--- config.mk ---
export PLATFORM = sky130hd
export DESIGN_NAME = amd_decoder
export DESIGN_NICKNAME = d
export VERILOG_FILES = /design/src/amd_pkg.sv /design/src/amd_classify.sv /design/src/amd_decoder.sv
export SDC_FILE = /design/constraint.sdc
export NUM_CORES = 1
export LEC_CHECK = 0
export ABC_AREA = 1
export BUFFER_PORTS_ARGS = -buffer_cell sky130_fd_sc_hd__buf_2
export CORE_UTILIZATION = 26
export CTS_CLUSTER_SIZE = 30
export DETAILED_ROUTE_END_ITERATION = 8
export PLACE_DENSITY = 0.51
export SETUP_SLACK_MARGIN = 0.4
export SLEW_MARGIN = 15
export SYNTH_ARGS = -nofsm -noshare
export SYNTH_HDL_FRONTEND = slang
export SYNTH_HIERARCHICAL = 1
export SYNTH_SLANG_ARGS = --single-unit
--- constraint.sdc ---
create_clock -name clk -period 4.34 [get_ports clk]
set_input_delay 0.434 -clock clk [delete_from_list [all_inputs] [get_ports clk]]
set_output_delay 0.434 -clock clk [all_outputs]
set_load 0.02 [all_outputs]
--- src/amd_pkg.sv ---
package amd_pkg;

  // ---------------------------------------------------------------
  // Prebyte codes
  // ---------------------------------------------------------------
  localparam logic [7:0] SECOND_INDEX_PREBYTE = 8'h90;
  localparam logic [7:0] INDIRECT_SECOND_INDEX_PREBYTE = 8'h91;
  localparam logic [7:0] INDIRECT_MODE_PREBYTE = 8'h92;

  // ---------------------------------------------------------------
  // Address ranges and reset values
  // ---------------------------------------------------------------
  localparam logic [15:0] PAGE_ZERO_LAST = 16'h00ff;
  localparam logic [15:0] SHORT_INDEXED_LAST = 16'h01fe;
  localparam logic [15:0] ADDR_RESET = 16'h0000;
  localparam logic [7:0] BYTE_RESET = 8'h00;
  localparam logic [2:0] LEN_RESET = 3'h1;

  // ---------------------------------------------------------------
  // Addressing modes and families
  // ---------------------------------------------------------------
  typedef enum logic [4:0] {
    AM_INHERENT,
    AM_IMMEDIATE,
    AM_DIR_SHORT,
    AM_DIR_LONG,
    AM_IDX_NOOFF,
    AM_IDX_SHORT,
    AM_IDX_LONG,
    AM_IND_SHORT,
    AM_IND_LONG,
    AM_INDIDX_SHORT,
    AM_INDIDX_LONG,
    AM_REL_DIR,
    AM_REL_IND,
    AM_BIT_DIR,
    AM_BIT_IND,
    AM_BITREL_DIR,
    AM_BITREL_IND
  } amd_mode_e;

  typedef enum logic [2:0] {
    AF_INHERENT,
    AF_IMMEDIATE,
    AF_DIRECT,
    AF_INDEXED,
    AF_INDIRECT,
    AF_RELATIVE,
    AF_BIT
  } amd_family_e;

  // Inherent operation classes
  typedef enum logic [3:0] {
    OP_NONE,
    OP_NOP,
    OP_TRAP,
    OP_WAIT_FOR_INTERRUPT,
    OP_HALT,
    OP_RET,
    OP_IRET,
    OP_SET_MASK,
    OP_CLEAR_MASK,
    OP_SET_CARRY,
    OP_CLEAR_CARRY,
    OP_RESET_SP,
    OP_MUL,
    OP_SWAP,
    OP_OTHER
  } amd_inh_op_e;

  typedef struct packed {
    amd_mode_e mode;
    amd_family_e family;
    logic use_second_index;
    logic is_long;
    logic rmw;
    logic [2:0] follow_bytes;
  } amd_class_s;

  typedef struct packed {
    logic [15:0] ea;
    logic [2:0] length;
    amd_mode_e mode;
    amd_family_e family;
    logic use_second_index;
    logic is_long;
    logic rmw;
    amd_inh_op_e inh_op;
    logic illegal;
  } amd_result_s;

endpackage : amd_pkg

--- src/amd_classify.sv ---
`timescale 1ns/100ps
`default_nettype none
module amd_classify
  import amd_pkg::*;
(
  input wire logic [1:0] prebyte_kind,
  input wire logic [7:0] opcode,
  output amd_class_s cls,
  output amd_inh_op_e inh_op,
  output logic illegal
);

  // ---------------------------------------------------------------
  // Opcode column and row
  // ---------------------------------------------------------------
  logic [3:0] hi;
  logic [3:0] lo;
  assign hi = opcode[7:4];
  assign lo = opcode[3:0];

  // Bytes after the opcode only; a prebyte is counted by the sequencer,
  // so the Y no-offset form grows by its prebyte alone
  function automatic logic [2:0] bytes_of(input amd_mode_e m);
    unique case (m)
      AM_INHERENT: bytes_of = 3'd0;
      AM_IMMEDIATE: bytes_of = 3'd1;
      AM_DIR_SHORT: bytes_of = 3'd1;
      AM_DIR_LONG: bytes_of = 3'd2;
      AM_IDX_NOOFF: bytes_of = 3'd0;
      AM_IDX_SHORT: bytes_of = 3'd1;
      AM_IDX_LONG: bytes_of = 3'd2;
      AM_IND_SHORT: bytes_of = 3'd1;
      AM_IND_LONG: bytes_of = 3'd1;
      AM_INDIDX_SHORT: bytes_of = 3'd1;
      AM_INDIDX_LONG: bytes_of = 3'd1;
      AM_REL_DIR: bytes_of = 3'd1;
      AM_REL_IND: bytes_of = 3'd1;
      AM_BIT_DIR: bytes_of = 3'd1;
      AM_BIT_IND: bytes_of = 3'd1;
      AM_BITREL_DIR: bytes_of = 3'd2;
      AM_BITREL_IND: bytes_of = 3'd2;
    endcase
  endfunction

  // ---------------------------------------------------------------
  // Mode from opcode and prebyte
  // ---------------------------------------------------------------
  // prebyte_kind: 0 none, 1 second index, 2 indirect, 3 indirect second
  always_comb begin
    cls.mode = AM_INHERENT;
    cls.family = AF_INHERENT;
    cls.use_second_index = (prebyte_kind == 2'd1) ||
                           (prebyte_kind == 2'd3);
    cls.rmw = 1'b0;
    illegal = 1'b0;
    unique case (hi)
      4'h0: begin
        cls.mode = (prebyte_kind == 2'd2) ? AM_BITREL_IND : AM_BITREL_DIR;
        cls.family = AF_BIT;
        cls.rmw = 1'b1;
      end
      4'h1: begin
        cls.mode = (prebyte_kind == 2'd2) ? AM_BIT_IND : AM_BIT_DIR;
        cls.family = AF_BIT;
        cls.rmw = 1'b1;
      end
      4'h2: begin
        cls.mode = (prebyte_kind == 2'd2) ? AM_REL_IND : AM_REL_DIR;
        cls.family = AF_RELATIVE;
      end
      4'h3: begin
        // Memory read-modify-write: short direct or short indirect only
        cls.mode = (prebyte_kind == 2'd2) ? AM_IND_SHORT : AM_DIR_SHORT;
        cls.family = (prebyte_kind == 2'd2) ? AF_INDIRECT : AF_DIRECT;
        cls.rmw = 1'b1;
      end
      4'h6: begin
        cls.mode = (prebyte_kind[1]) ? AM_INDIDX_SHORT : AM_IDX_SHORT;
        cls.family = (prebyte_kind[1]) ? AF_INDIRECT : AF_INDEXED;
        cls.rmw = 1'b1;
      end
      4'h7: begin
        cls.mode = AM_IDX_NOOFF;
        cls.family = AF_INDEXED;
        cls.rmw = 1'b1;
      end
      4'ha: begin
        cls.mode = AM_IMMEDIATE;
        cls.family = AF_IMMEDIATE;
      end
      4'hb: begin
        cls.mode = (prebyte_kind == 2'd2) ? AM_IND_SHORT : AM_DIR_SHORT;
        cls.family = (prebyte_kind == 2'd2) ? AF_INDIRECT : AF_DIRECT;
      end
      4'hc: begin
        cls.mode = (prebyte_kind == 2'd2) ? AM_IND_LONG : AM_DIR_LONG;
        cls.family = (prebyte_kind == 2'd2) ? AF_INDIRECT : AF_DIRECT;
      end
      4'hd: begin
        cls.mode = (prebyte_kind[1]) ? AM_INDIDX_LONG : AM_IDX_LONG;
        cls.family = (prebyte_kind[1]) ? AF_INDIRECT : AF_INDEXED;
      end
      4'he: begin
        cls.mode = (prebyte_kind[1]) ? AM_INDIDX_SHORT : AM_IDX_SHORT;
        cls.family = (prebyte_kind[1]) ? AF_INDIRECT : AF_INDEXED;
      end
      4'hf: begin
        cls.mode = AM_IDX_NOOFF;
        cls.family = AF_INDEXED;
      end
      default: begin
        // Columns 4, 5, 8, 9: one-byte register and control operations
        cls.mode = AM_INHERENT;
        cls.family = AF_INHERENT;
        illegal = (prebyte_kind[1]); // Indirect has no inherent form
      end
    endcase
    // Indirect prebyte on the no-offset column has no meaning
    if (cls.mode == AM_IDX_NOOFF && prebyte_kind[1]) begin
      illegal = 1'b1;
    end
    cls.is_long = (cls.mode == AM_DIR_LONG) || (cls.mode == AM_IDX_LONG) ||
                  (cls.mode == AM_IND_LONG) ||
                  (cls.mode == AM_INDIDX_LONG);
    cls.follow_bytes = bytes_of(cls.mode);
  end

  // ---------------------------------------------------------------
  // Single-byte operation class
  // ---------------------------------------------------------------
  always_comb begin
    inh_op = OP_NONE;
    if (cls.mode == AM_INHERENT) begin
      inh_op = OP_OTHER;
      unique case (opcode)
        8'h9d: inh_op = OP_NOP;
        8'h83: inh_op = OP_TRAP;
        8'h8f: inh_op = OP_WAIT_FOR_INTERRUPT;
        8'h8e: inh_op = OP_HALT;
        8'h81: inh_op = OP_RET;
        8'h80: inh_op = OP_IRET;
        8'h9b: inh_op = OP_SET_MASK;
        8'h9a: inh_op = OP_CLEAR_MASK;
        8'h99: inh_op = OP_SET_CARRY;
        8'h98: inh_op = OP_CLEAR_CARRY;
        8'h9c: inh_op = OP_RESET_SP;
        8'h42: inh_op = OP_MUL;
        8'h4e: inh_op = OP_SWAP;
        default: inh_op = OP_OTHER;
      endcase
    end
    if (lo == 4'hf && hi == 4'h9) begin
      inh_op = OP_OTHER;
    end
  end

endmodule // amd_classify
`default_nettype wire

--- src/amd_decoder.sv ---
// What this block does
// - Seventeen addressing modes in seven families are decoded.
// - Long forms reach all 64 Kbytes with more bytes and cycles.
// - Short direct and short indirect forms address page zero, 0000h to 00FFh.
// - Read-modify-write memory operations exist only in short forms.
// - Inherent instructions are one byte, nothing follows the opcode.
// - Immediate instructions are opcode plus one operand byte.
// - Direct operand sits at the address carried after the opcode.
// - Short direct takes one address byte reaching 00 to FF.
// - No-offset indexed adds no byte with X, one byte with Y.
// - Relative target is next-instruction PC plus signed byte.
// - One-byte control, flag, stack, multiply and swap ops are recognised.
// - Long direct takes a two-byte address over the full space.
// - Short indexed adds one offset byte, reaching 00 to 1FE.
// - Short indirect fetches a page-zero byte pointer reaching 00 to FF.
// - Prebytes 90, 92, 91 select Y, indirect, and indirect Y.
`timescale 1ns/100ps
`default_nettype none
module amd_decoder
  import amd_pkg::*;
(
  input wire logic clk,
  input wire logic rst,
  input wire logic start,
  input wire logic [15:0] pc,
  input wire logic [7:0] x_reg,
  input wire logic [7:0] y_reg,
  output logic mem_req,
  output logic [15:0] mem_addr,
  input wire logic mem_valid,
  input wire logic [7:0] mem_data,
  output logic busy,
  output logic done,
  output amd_result_s result
);

  // ---------------------------------------------------------------
  // Sequencer state
  // ---------------------------------------------------------------
  typedef enum logic [2:0] {
    ST_IDLE,
    ST_OPCODE,
    ST_OPERAND,
    ST_POINTER,
    ST_FINISH
  } amd_state_e;

  amd_state_e state_q;
  logic mem_req_q;
  logic [15:0] mem_addr_q;
  logic [15:0] fetch_pc_q;
  logic [15:0] start_pc_q;
  logic [1:0] prebyte_q;
  logic [7:0] opcode_q;
  logic [2:0] got_q;
  logic [7:0] op1_q;
  logic [7:0] op2_q;
  logic busy_q;
  logic [1:0] ptr_need_q;
  logic [1:0] ptr_got_q;
  logic [15:0] ptr_q;
  logic [15:0] ptr_addr_q;
  logic done_q;
  amd_result_s result_q;

  amd_class_s cls;
  amd_inh_op_e inh_op;
  logic illegal;

  amd_classify u_classify (
    .prebyte_kind(prebyte_q),
    .opcode(opcode_q),
    .cls(cls),
    .inh_op(inh_op),
    .illegal(illegal)
  );

  function automatic logic [1:0] prebyte_of(input logic [7:0] b);
    unique case (b)
      SECOND_INDEX_PREBYTE: prebyte_of = 2'd1;
      INDIRECT_MODE_PREBYTE: prebyte_of = 2'd2;
      INDIRECT_SECOND_INDEX_PREBYTE: prebyte_of = 2'd3;
      default: prebyte_of = 2'd0;
    endcase
  endfunction

  // Unsigned sum, carry kept; never sign extends the offset
  function automatic logic [15:0] idx_sum(input logic [7:0] idx,
                                          input logic [15:0] off);
    idx_sum = off + {8'h00, idx};
  endfunction

  function automatic logic [1:0] ptr_bytes(input amd_mode_e m);
    unique case (m)
      AM_IND_LONG, AM_INDIDX_LONG: ptr_bytes = 2'd2;
      AM_IND_SHORT, AM_INDIDX_SHORT, AM_REL_IND,
      AM_BIT_IND, AM_BITREL_IND: ptr_bytes = 2'd1;
      default: ptr_bytes = 2'd0;
    endcase
  endfunction

  logic [7:0] index;
  logic [15:0] pc_next;
  assign index = cls.use_second_index ? y_reg : x_reg;
  // Prebyte plus opcode plus what follows
  assign pc_next = start_pc_q + 16'(prebyte_q != 2'd0) + 16'd1 +
                   16'(cls.follow_bytes);

  // ---------------------------------------------------------------
  // Effective address
  // ---------------------------------------------------------------
  logic [15:0] ea;
  logic [15:0] rel_off;
  always_comb begin
    ea = ADDR_RESET;
    rel_off = 16'h0000;
    unique case (cls.mode)
      AM_INHERENT, AM_IMMEDIATE: ea = ADDR_RESET;
      AM_DIR_SHORT, AM_BIT_DIR, AM_BITREL_DIR:
        ea = {8'h00, op1_q};
      AM_DIR_LONG: ea = {op1_q, op2_q};
      AM_IDX_NOOFF: ea = {8'h00, index};
      AM_IDX_SHORT: ea = idx_sum(index, {8'h00, op1_q});
      AM_IDX_LONG: ea = idx_sum(index, {op1_q, op2_q});
      AM_IND_SHORT, AM_BIT_IND, AM_BITREL_IND:
        ea = {8'h00, ptr_q[7:0]};
      AM_IND_LONG: ea = ptr_q;
      AM_INDIDX_SHORT: ea = idx_sum(index, {8'h00, ptr_q[7:0]});
      AM_INDIDX_LONG: ea = idx_sum(index, ptr_q);
      AM_REL_DIR: begin
        rel_off = {{8{op1_q[7]}}, op1_q};
        ea = pc_next + rel_off;
      end
      AM_REL_IND: begin
        rel_off = {{8{ptr_q[7]}}, ptr_q[7:0]};
        ea = pc_next + rel_off;
      end
    endcase
  end

  // ---------------------------------------------------------------
  // Fetch sequencer
  // ---------------------------------------------------------------
  // One byte fetch outstanding at a time; memory answers with mem_valid
  always_ff @(posedge clk or posedge rst) begin
    if (rst) begin
      state_q <= ST_IDLE;
      mem_req_q <= 1'b0;
      mem_addr_q <= ADDR_RESET;
      fetch_pc_q <= ADDR_RESET;
      start_pc_q <= ADDR_RESET;
      prebyte_q <= 2'd0;
      opcode_q <= BYTE_RESET;
      got_q <= 3'd0;
      op1_q <= BYTE_RESET;
      op2_q <= BYTE_RESET;
      ptr_need_q <= 2'd0;
      ptr_got_q <= 2'd0;
      ptr_q <= ADDR_RESET;
      ptr_addr_q <= ADDR_RESET;
    end else begin
      unique case (state_q)
        ST_IDLE: begin
          if (start) begin
            state_q <= ST_OPCODE;
            start_pc_q <= pc;
            fetch_pc_q <= pc + 16'd1;
            mem_addr_q <= pc;
            mem_req_q <= 1'b1;
            prebyte_q <= 2'd0;
          end
        end
        ST_OPCODE: begin
          if (mem_valid) begin
            mem_addr_q <= fetch_pc_q;
            fetch_pc_q <= fetch_pc_q + 16'd1;
            if (prebyte_q == 2'd0 && prebyte_of(mem_data) != 2'd0) begin
              prebyte_q <= prebyte_of(mem_data);
            end else begin
              opcode_q <= mem_data;
              got_q <= 3'd0;
              state_q <= ST_OPERAND;
              mem_req_q <= 1'b0;
            end
          end
        end
        ST_OPERAND: begin
          // Classifier sees the latched opcode from this cycle on
          if (got_q == cls.follow_bytes) begin
            ptr_need_q <= ptr_bytes(cls.mode);
            ptr_got_q <= 2'd0;
            ptr_addr_q <= {8'h00, op1_q};
            if (ptr_bytes(cls.mode) != 2'd0) begin
              state_q <= ST_POINTER;
              mem_addr_q <= {8'h00, op1_q};
              mem_req_q <= 1'b1;
            end else begin
              state_q <= ST_FINISH;
              mem_req_q <= 1'b0;
            end
          end else if (!mem_req_q) begin
            mem_req_q <= 1'b1;
          end else if (mem_valid) begin
            unique case (got_q)
              3'd0: op1_q <= mem_data;
              default: op2_q <= mem_data;
            endcase
            got_q <= got_q + 3'd1;
            mem_addr_q <= fetch_pc_q;
            fetch_pc_q <= fetch_pc_q + 16'd1;
            mem_req_q <= 1'b0;
          end
        end
        ST_POINTER: begin
          // Pointer is stored high byte first in page zero
          if (mem_valid) begin
            ptr_q <= (ptr_need_q == 2'd2) ? {ptr_q[7:0], mem_data}
                                          : {8'h00, mem_data};
            ptr_got_q <= ptr_got_q + 2'd1;
            ptr_addr_q <= ptr_addr_q + 16'd1;
            mem_addr_q <= ptr_addr_q + 16'd1;
            if (ptr_got_q + 2'd1 == ptr_need_q) begin
              state_q <= ST_FINISH;
              mem_req_q <= 1'b0;
            end
          end
        end
        ST_FINISH: begin
          state_q <= ST_IDLE;
          mem_req_q <= 1'b0;
        end
      endcase
    end
  end

  // ---------------------------------------------------------------
  // Result register
  // ---------------------------------------------------------------
  always_ff @(posedge clk or posedge rst) begin
    if (rst) begin
      done_q <= 1'b0;
      result_q <= '0;
    end else begin
      done_q <= (state_q == ST_FINISH);
      if (state_q == ST_FINISH) begin
        result_q.ea <= ea;
        result_q.length <= 3'(pc_next - start_pc_q);
        result_q.mode <= cls.mode;
        result_q.family <= cls.family;
        result_q.use_second_index <= cls.use_second_index;
        result_q.is_long <= cls.is_long;
        result_q.rmw <= cls.rmw && !cls.is_long;
        result_q.inh_op <= inh_op;
        result_q.illegal <= illegal;
      end
    end
  end

  // Busy mirrors the next state so that it leaves a flip-flop
  always_ff @(posedge clk or posedge rst) begin
    if (rst) begin
      busy_q <= 1'b0;
    end else if (state_q == ST_IDLE) begin
      busy_q <= start;
    end else begin
      busy_q <= (state_q != ST_FINISH);
    end
  end

  assign mem_req = mem_req_q;
  assign mem_addr = mem_addr_q;
  assign busy = busy_q;
  assign done = done_q;
  assign result = result_q;

endmodule // amd_decoder
`default_nettype wire

# Word level (Yosys, flattened, before mapping)
# Cells that the tools add are included.
# W data, S select, Z words.
# totals
out_inout_bits	54
word_cells	231
input_bits	44
register_bits	154
# classes
n_addsub	15
n_mux	72
eq_ne	68
n_reduce_logical	48
n_bitwise	3
# op_table
op	n
$mux W16	12
$pmux W16 S12	1
$eq A8 B8 Y1 const B	14
$pmux W8 S9	1
$add A16 B1 Y16 const B	4
$pmux W16 S4	1
$pmux W4 S13	1
$mux W3	16
$pmux W16 S3	1
$eq A5 B4 Y1 const B	8
$add A16 B16 Y16	2
$add A16 B8 Y16	2
$eq A4 B4 Y1 const B	8
$pmux W16 S2	1
$eq A5 B3 Y1 const B	4
$mux W2	10
$mux W4	5
$ne A2 B2 Y1 const B	10
$reduce_and A5 Y1	4
$add A8 B8 Y9	2
$add A16 B1 Y16	1
$add A16 B3 Y16	1
$eq A8 B7 Y1 const B	2
$pmux W3 S5	1
other kinds (46)	94

# Longest topological paths before layout
# Gate-level depths: netlist of the first run.
# depth
word_depth	13
depth_mapped	32
mapped_depth_nobuf	31

# Modules after synthesis
# Netlist of the first run, hierarchy kept.
# modules_own_cells
module	cells_each	instances	area_per_inst_um2	seq_area_each_um2
amd_decoder	1576	1	10915.5	3853.7
amd_classify	122	1	606.8	0.0

# Worst setup path before layout of the first run
# OpenSTA, ideal clock, no wires.
# synth_path
path_type	register to register
startpoint	register opcode_q[5]
endpoint	register result_q, in the netlist result[32]
synth_period_minus_slack_ns	3.936
slack_ns	0.404
required_ns	4.223
arrival_time_ns	3.819
path_buffers	0
setup_time_ns	0.117
stages_incl_launch_ff	28
cell_sequence	dfrtp_1 > inv_2 > nand2_1 > inv_1 > nand3_2 > nand2_1 > o21ai_2 > nand4_1 > ha_1 > inv_1 > fa_1 > o21ai_0 > and3_1 > nand2_1 > nor2_1 > nand4_1 > xnor2_1 > ha_1 > nand2_1 > nor2_1 > inv_1 > o21a_1 > a21oi_1 > nor2_1 > nor2_1 > nand2_1 > nand2_1 > nand2_1
# synth_lines
element	line_no	source
start, declared	amd_decoder.sv:54	logic [7:0] opcode_q;
start signal, assigned	amd_decoder.sv:180	opcode_q <= mem_data;
end, declared	amd_decoder.sv:64	amd_result_s result_q;

==> results of run 1 <==
cell usage in the layout, fill, tap and decap left out, drive strengths merged, types with 21 or more instances in the layout:
| master | Yosys | layout |
|---|---|---|
| or2 | 21 | 21 |
| inv | 222 | 223 |
| nor2 | 125 | 125 |
| o21ai | 186 | 186 |
| nand2 | 560 | 560 |
| nand4 | 27 | 27 |
| a21oi | 55 | 55 |
| nand3 | 117 | 117 |
| ha | 43 | 43 |
| buf | 16 | 168 |
| dfrtp | 154 | 154 |
logic make-up (layout without fill, tap and decap cells):
family,Yosys count,count (layout),synth area share [%]
simple gates,875,875,33.1
compound gates,312,312,15.8
buf+inv,272,423,9.34
flops,154,154,33.4
fa+ha+maj,48,48,5.54
xor+xnor,33,33,2.51
mux,3,3,0.282
other cells,1,1,0.0325
cells in the mapped netlist (all sizes together) (3+ instances only):
| master | number |
|---|---|
| a221oi | 3 |
| a21oi | 55 |
| o21a | 5 |
| xnor2 | 13 |
| o21ai | 186 |
| ha | 43 |
| inv | 222 |
| nand2 | 560 |
| clkbuf | 33 |
| fa | 5 |
| nor2 | 125 |
| o211ai | 19 |
| nand4 | 27 |
| nand3 | 117 |
| o22ai | 13 |
| dfrtp | 154 |
| a22oi | 4 |
| a31oi | 6 |
| nand3b | 9 |
| buf | 16 |
| xor2 | 20 |
| or2 | 21 |
| o21bai | 4 |
| o2111ai | 5 |
| nor3 | 12 |
registers in the layout (all words and copies together), names as in the netlist, 2 cells and up:
register    cells
ptr_addr_q     16
ptr_got_q       2
op1_q           8
start_pc_q     16
result         35
ptr_need_q      2
op2_q           8
fetch_pc_q     16
prebyte_q       2
mem_addr       16
got_q           3
state_q         3
ptr_q          16
opcode_q        8
per-layer routing:
| metal | share of wire [%] | wire (um) |
|---|---|---|
| met2 | 44 | 17200 |
| met5 | 0.033 | 13 |
| met4 | 1.9 | 728 |
| met3 | 5.4 | 2120 |
| met1 | 49 | 19200 |
area by class of cell:
class	instances	area, um^2	area share, %
clock buffers	19	433	3.10
clock inverters	13	168	1.20
inverters	223	841	6.03
multi-input cells	1272	6870	49.3
flip-flops and latches	154	3860	27.7
well taps	585	732	5.25
repair buffers	168	1040	7.47
what timing repair did:
item,in CTS,in global routing
buffers inserted,11,10
resized for setup,34,59
pin swaps,21,45
endpoints found under the setup margin,11,14
stage by stage:
step	cell area, um^2	hold slack [ns]	setup slack (ns)	util (%)	instances
2_1_floorplan	11500	0.449	0.404	-	1698
3_3_place_gp	12900	0.461	0.106	29.7	2381
3_5_place_dp	12900	0.463	0.0453	29.7	2381
4_1_cts	13700	0.269	0.353	31.6	2424
5_1_grt	13900	0.293	0.00171	32.2	2434
6_report	13900	0.264	0.307	32.2	2434
worst max-delay path: cells and delay by family, from the launching register on:
family | cells | cell delay, ns
buf+inv | 6 | 0.64
xor+xnor | 1 | 0.14
flops | 1 | 0.42
compound gates | 3 | 0.33
simple gates | 16 | 1.47
fa+ha+maj | 3 | 0.95
final timing paths:
check                             endpoint  slack [ns]  cells after the start
worst max-delay path            result[33]        0.31                     29
worst min-delay path              got_q[0]        0.26                      3
worst max register to register  result[33]        0.31                     29
worst min register to register  result[10]        0.47                      2
max in group asynchronous       result[25]        3.45                      3
min in group clk                  op1_q[1]        0.29                      3
==> flow_summary_export.csv, run 1 <==
group,metric,value,unit
timing,rsz0062_at_grt,"yes",
min_path,hp-class,"in -> async",
cts,cts_hold_buf,0,
place,dp_hpwl,30.1,mm
floorplan,start_util,26.6,%
floorplan,core,43400,um^2
cts,root_buffer,"clkbuf_16",
synth,synthFlopType,"dfrtp_1",
critical_path,startpoint,"opcode_q[5]",
cts,cts.htree.levels,4,
routing,drt_iter0_markers,770,
timing,fin_setup_tns,0,ns
grt,use_met2,27.5,%
critical_path,worst_ep_required_time,4.73,ns
synth,syn-num-nets,1790,
finish,area_growth,21.0,%
grt,use_met3,3.15,%
routing,drc_errors,0,
place,portBuffers,97,
finish,drive_above_1_share,19.2,%
floorplan,die_h,213,um
grt,grt_pass1_vias,10924,
floorplan,fp.dieW,213,um
synth,synth_largest_area_cell,"dfrtp_1",
critical_path,slowest_delay,0.42,ns
synth,synthCells,1698,
timing,fin_crit_sh,92.9,%
synth,synth_edf_count,0,
timing,max_freq,248,MHz
outcome,status,"complete, no violations",
synth,yosysTopAreaCellShare,33.4,%
routing,first_pass_iters,6,
synth,ys_seq_elements,154,
critical_path,path_max_fanout,5,
finish,final_nets,1928,
synth,syn_avg_cell_area,6.79,um^2
synth,synth_warnings,6,
synth,synth.area.top_cells,"dfrtp_1, nand2_1, inv_1",
finish,antenna_cells,0,
critical_path,end_kind,"register",
grt,grt_overflow,0,
cts,clk_latency,0.46,ns
synth,synth_async_sr_flop_share,100,%
cts,cts_tree,"built",
routing,wire_per_inst,16.1,um
grt,track_usage,17.9,%
routing,drtAntennaViolNets,0,
timing,slew-limit-headroom,39.9,%
critical_path,crit-reg2reg-launch,"opcode_q[5]",
cts,cts_buffers,17,
flow_run,drv_cap,0,
grt,grtUsageMet1,25.4,%
routing,wirelength,39.3,mm
grt,antenna_found_initial,1,
grt,grt_pass1_wl,62.2,mm
cts,clkTransAtPathRegs,0.07,ns
timing,drv_slew,0,
critical_path,critPathLaunchType,"register",
routing,vias,11586,
synth,syn_area,11500,um^2
place,gp_congestion,0.904,
critical_path,arrival,4.42,ns
floorplan,ios,98,
cts,cts_sinks,154,
finish,nFillCells,4772,
synth,yosysUniqueCellTypes,60,
timing,finalSetupViolations,0,
timing,hold_violations,0,
critical_path,crit_top_cell,"nand2_1",
timing,tightest_slew,0.901,ns
floorplan,rows,76,
grt,gr-max-usage-layer,"met2",
timing,fin_crit,4.03,ns
timing,finClkSkew,0.0145,ns
synth,ys_seq_area_share,33.4,%
floorplan,die_area,45200,um^2
critical_path,crit_type,"reg -> reg",
grt,grt_max_degree,155,
critical_path,critPathSlowestCell,"dfrtp_1",
cts,clockBufferDepth,2,
routing,drt-vias-per-instance,4.76,
Power of run 1 is left out: the tool's default activity adds up to more than one toggle a clock period on the data nets, which glitch-free logic cannot reach.
==> run 2: changes to the inputs <==
CORE_MARGIN = 3   (was unset)
==> flow_summary_export.csv, run 2 (synthesis results as in run 1) <==
group,metric,value,unit
timing,finalSetupViolations,0,
grt,grt_overflow,0,
floorplan,start_util,26.5,%
routing,drt-vias-per-instance,4.78,
place,gp_congestion,0.898,
critical_path,end_kind,"register",
grt,use_met3,2.79,%
finish,largest_reg_flops,35,
critical_path,reg2regPathDepth,28,
critical_path,path_max_fanout,3,
outcome,status,"complete, no violations",
critical_path,cp_top_family,"simple AND/OR/NAND/NOR gates",
place,placed_area,12900,um^2
finish,drive_above_1_share,19.8,%
floorplan,fp.dieW,217,um
critical_path,arrival,4.29,ns
routing,drc_errors,0,
cts,cts_buffers,17,
grt,grtUsageMet1,23.9,%
cts,clkTransAtPathRegs,0.07,ns
finish,layout_commonest_cell,"nand2_1",
timing,whs,0.199,ns
routing,drtAntennaViolNets,0,
place,dp_slack,0.0349,ns
timing,layout_setup_ws,0.392,ns
floorplan,die_area,46900,um^2
routing,first_pass_iters,5,
routing,wire_per_inst,16.1,um
finish,area_growth,22.6,%
floorplan,ios,98,
finish,antenna_cells,0,
critical_path,ff2ff_setup_slack,0.39,ns
grt,grt_max_degree,155,
finish,stdcell_area,14100,um^2
finish,final_nets,1933,
timing,tightest_slew,0.941,ns
timing,hold_violations,0,
grt,gr-max-usage-layer,"met2",
place,dp_hpwl,30.3,mm
cts,cts_sinks,154,
critical_path,slowest_delay,0.42,ns
floorplan,rows,76,
flow_run,drv_cap,0,
cts,clockBufferDepth,2,
finish,nFillCells,4721,
critical_path,critPathLaunchType,"register",
critical_path,crit_type,"reg -> reg",
critical_path,crit-reg2reg-launch,"opcode_q[5]",
critical_path,r2r-end,"result[34]",
min_path,hp-class,"in -> async",
routing,vias,11659,
critical_path,worst_ep_required_time,4.68,ns
routing,wirelength,39.3,mm
grt,grt_pass1_wl,62.1,mm
floorplan,die_h,217,um
timing,max_freq,253,MHz
timing,fin_crit,3.95,ns
timing,rsz0062_at_grt,"yes",
timing,fin_crit_sh,91.0,%
grt,antenna_found_initial,0,
timing,slew-limit-headroom,37.3,%
finish,layout_common_cells,"nand2_1, inv_1, o21ai_0",
timing,fin_setup_tns,0,ns
cts,cts_tree,"built",
cts,root_buffer,"clkbuf_16",
critical_path,crit_top_cell,"nand2_1",
critical_path,critPathSlowestCell,"fa_2",
grt,use_met2,25.9,%
cts,cts.htree.levels,4,
critical_path,cp_num_buf_inv,4,
place,portBuffers,97,
routing,drt_iter0_markers,965,
floorplan,core,43500,um^2
timing,finClkSkew,0.0130,ns
grt,track_usage,16.7,%
timing,drv_slew,0,
cts,clk_latency,0.46,ns
grt,grt_pass1_vias,11019,
## run 2: cell types whose count changed in the layout (fill, tap and decap cells not counted), sizes merged
cell	change
buf	+5
bufinv	+1
clkinv	-5
clkinvlp	+2
inv	+1
clkbuf	+1
## run 2: routing by layer
| layer | routed length (um) | vias to the layer above |
|---|---|---|
| met5 | 0 | - |
| met4 | 858 | 0 |
| met3 | 2120 | 47 |
| met2 | 17000 | 313 |
| met1 | 19300 | 5488 |
| li1 | - | 5811 |
## run 2: through the flow
| step | cells | utilization (%) |
|---|---|---|
| 6_report | 2439 | 32.5 |
| 2_1_floorplan | 1698 | - |
| 4_1_cts | 2426 | 31.6 |
| 5_1_grt | 2439 | 32.5 |
| 3_3_place_gp | 2384 | 29.7 |
| 3_5_place_dp | 2384 | 29.7 |
## run 2: worst min-delay path, delay by kind of cell
family	cells	cell delay, ns
buffers and inverters	3	0.73
## run 2: worst max path at each step
stage                 startpoint         end  slack, ns  depth (start not counted)
global placement     opcode_q[4]  result[34]       0.04                         27
detailed placement   opcode_q[4]  result[34]       0.03                         27
floorplan            opcode_q[5]  result[32]       0.40                         27
finish               opcode_q[5]  result[34]       0.39                         28
global route         opcode_q[5]  result[32]       0.05                         28
CTS                 prebyte_q[1]  result[32]       0.40                         26
## run 2: repair_timing
action | CTS | global route
hold buffers | 0 | 0
endpoints found under the setup margin | 12 | 15
cloned | 0 | 0
endpoints found under the hold margin | 0 | 0
setup buffers | 10 | 13
pin swaps | 14 | 34
resized for setup | 38 | 71
## run 2: final cells by class
type,instances,area (um^2),area share (%)
clock inverter,12,185,1.31
clock buffer,20,457,3.23
sequential,154,3860,27.3
tap,585,732,5.18
inverter,223,843,5.97
multi-input combinational,1272,6970,49.3
timing repair buffer,173,1080,7.67
Power of run 2 is left out for the same reason.
==> run 3: changes to the inputs <==
CORE_ASPECT_RATIO = 0.8   (was unset)
==> flow_summary_export.csv, run 3 (synthesis results as in run 1) <==
group,metric,value,unit
critical_path,worst_ep_required_time,4.68,ns
floorplan,rows,68,
routing,drtAntennaViolNets,0,
finish,nFillCells,4714,
critical_path,critPathLaunchType,"register",
min_path,hp-class,"in -> async",
finish,area_growth,23.6,%
cts,cts_buffers,17,
place,portBuffers,97,
cts,cts_hold_buf,0,
finish,layout_commonest_cell,"nand2_1",
timing,fin_crit_sh,91.3,%
cts,cts_tree,"built",
finish,layout_common_cells,"nand2_1, inv_1, o21ai_0",
critical_path,cp_top_family,"simple AND/OR/NAND/NOR gates",
critical_path,path_max_fanout,6,
floorplan,core,43500,um^2
grt,use_met3,4.14,%
floorplan,fp.dieW,241,um
floorplan,die_h,194,um
routing,drc_errors,0,
finish,drive_above_1_share,20.4,%
grt,use_met2,24.7,%
finish,final_cells,2446,
timing,fin_crit,3.96,ns
grt,grt_max_degree,127,
critical_path,end_kind,"register",
routing,vias,11778,
cts,clkTransAtPathRegs,0.07,ns
finish,multi_input_area,6990,um^2
finish,ff_latch_area,3860,um^2
timing,slew-limit-headroom,29.1,%
cts,root_buffer,"clkbuf_16",
floorplan,ios,98,
floorplan,die_area,46900,um^2
critical_path,crit_type,"reg -> reg",
cts,clk_latency,0.45,ns
timing,drv_slew,0,
finish,final_nets,1930,
grt,track_usage,17.4,%
critical_path,arrival,4.30,ns
critical_path,slowest_delay,0.45,ns
cts,cts_sinks,154,
grt,grtUsageMet1,26.5,%
routing,drt-vias-per-instance,4.82,
grt,gr-max-usage-layer,"met1",
place,dp_hpwl,32.0,mm
cts,clockBufferDepth,2,
grt,grt_pass1_vias,10883,
outcome,status,"complete, no violations",
place,gp_congestion,0.929,
critical_path,critPathSlowestCell,"dfrtp_2",
routing,first_pass_iters,7,
finish,antenna_cells,0,
grt,grt_pass1_wl,62.7,mm
timing,rsz0062_at_grt,"yes",
flow_run,drv_cap,0,
finish,fin_util,32.7,%
routing,wire_per_inst,16.9,um
critical_path,cp_num_buf_inv,5,
critical_path,crit_top_cell,"nand2_1",
timing,max_freq,252,MHz
timing,tightest_slew,1.06,ns
timing,finalSetupViolations,0,
grt,grt_overflow,0,
routing,drt_iter0_markers,1016,
finish,largest_reg_flops,35,
timing,hold_violations,0,
grt,antenna_found_initial,3,
floorplan,start_util,26.5,%
timing,finClkSkew,0.0143,ns
place,placedCellCount,2373,
cts,cts.htree.levels,4,
routing,wirelength,41.4,mm
==> run 3: cell count changes in the layout (fill, tap and decap cells not counted), sizes merged <==
cell,previous run,this run
inv,224,220
clkbuf,20,22
buf,173,168
clkinvlp,5,6
bufinv,4,7
==> run 3: worst paths after layout <==
check,cells after the start,from,slack [ns],endpoint
hold / removal,2,rst,0.1,mem_addr[8]
setup reg to reg,30,opcode_q[4],0.38,result[34]
max in group asynchronous,3,rst,3.10,result[9]
min in group clk,3,pc[15],0.28,mem_addr[15]
setup / recovery,30,opcode_q[4],0.38,result[34]
hold reg to reg,2,result[1],0.47,result[1]
==> run 3: stage by stage <==
| step | hold WS [ns] | setup WS (ns) | area (um^2) | TNS, ns |
|---|---|---|---|---|
| floorplan | 0.449 | 0.404 | 11500 | 0 |
| global placement | 0.457 | 0.0111 | 12800 | 0 |
| detailed placement | 0.461 | -0.00262 | 12800 | -0.00262 |
| CTS | 0.111 | 0.385 | 13700 | 0 |
| global route | 0.149 | 0.113 | 14200 | 0 |
| finish | 0.0974 | 0.376 | 14200 | 0 |
==> run 3: cell type report <==
class / instances / share of cell area [%]
clock buffers: 22 / 3.33
clock inverters: 10 / 1.65
well taps: 595 / 5.23
inverters: 223 / 5.96
flip-flops and latches: 154 / 27.1
repair buffers: 168 / 7.52
repair inverters: 2 / 0.0879
multi-input cells: 1272 / 49.1
==> run 3: timing repair <==
item / CTS / global route
setup endpoints to repair: 12 / 64
buffers inserted: 16 / 23
resized for setup: 44 / 80
pin swaps: 21 / 49
gates cloned: 0 / 2
==> run 3: routing by layer <==
metal,wire [um],part of all wire [%],vias up
met5,12,0.029,-
met4,503,1.2,2
met3,3210,7.7,38
met2,17000,41,394
met1,20600,50,5536
li1,-,-,5808
Power of run 3 is left out for the same reason.
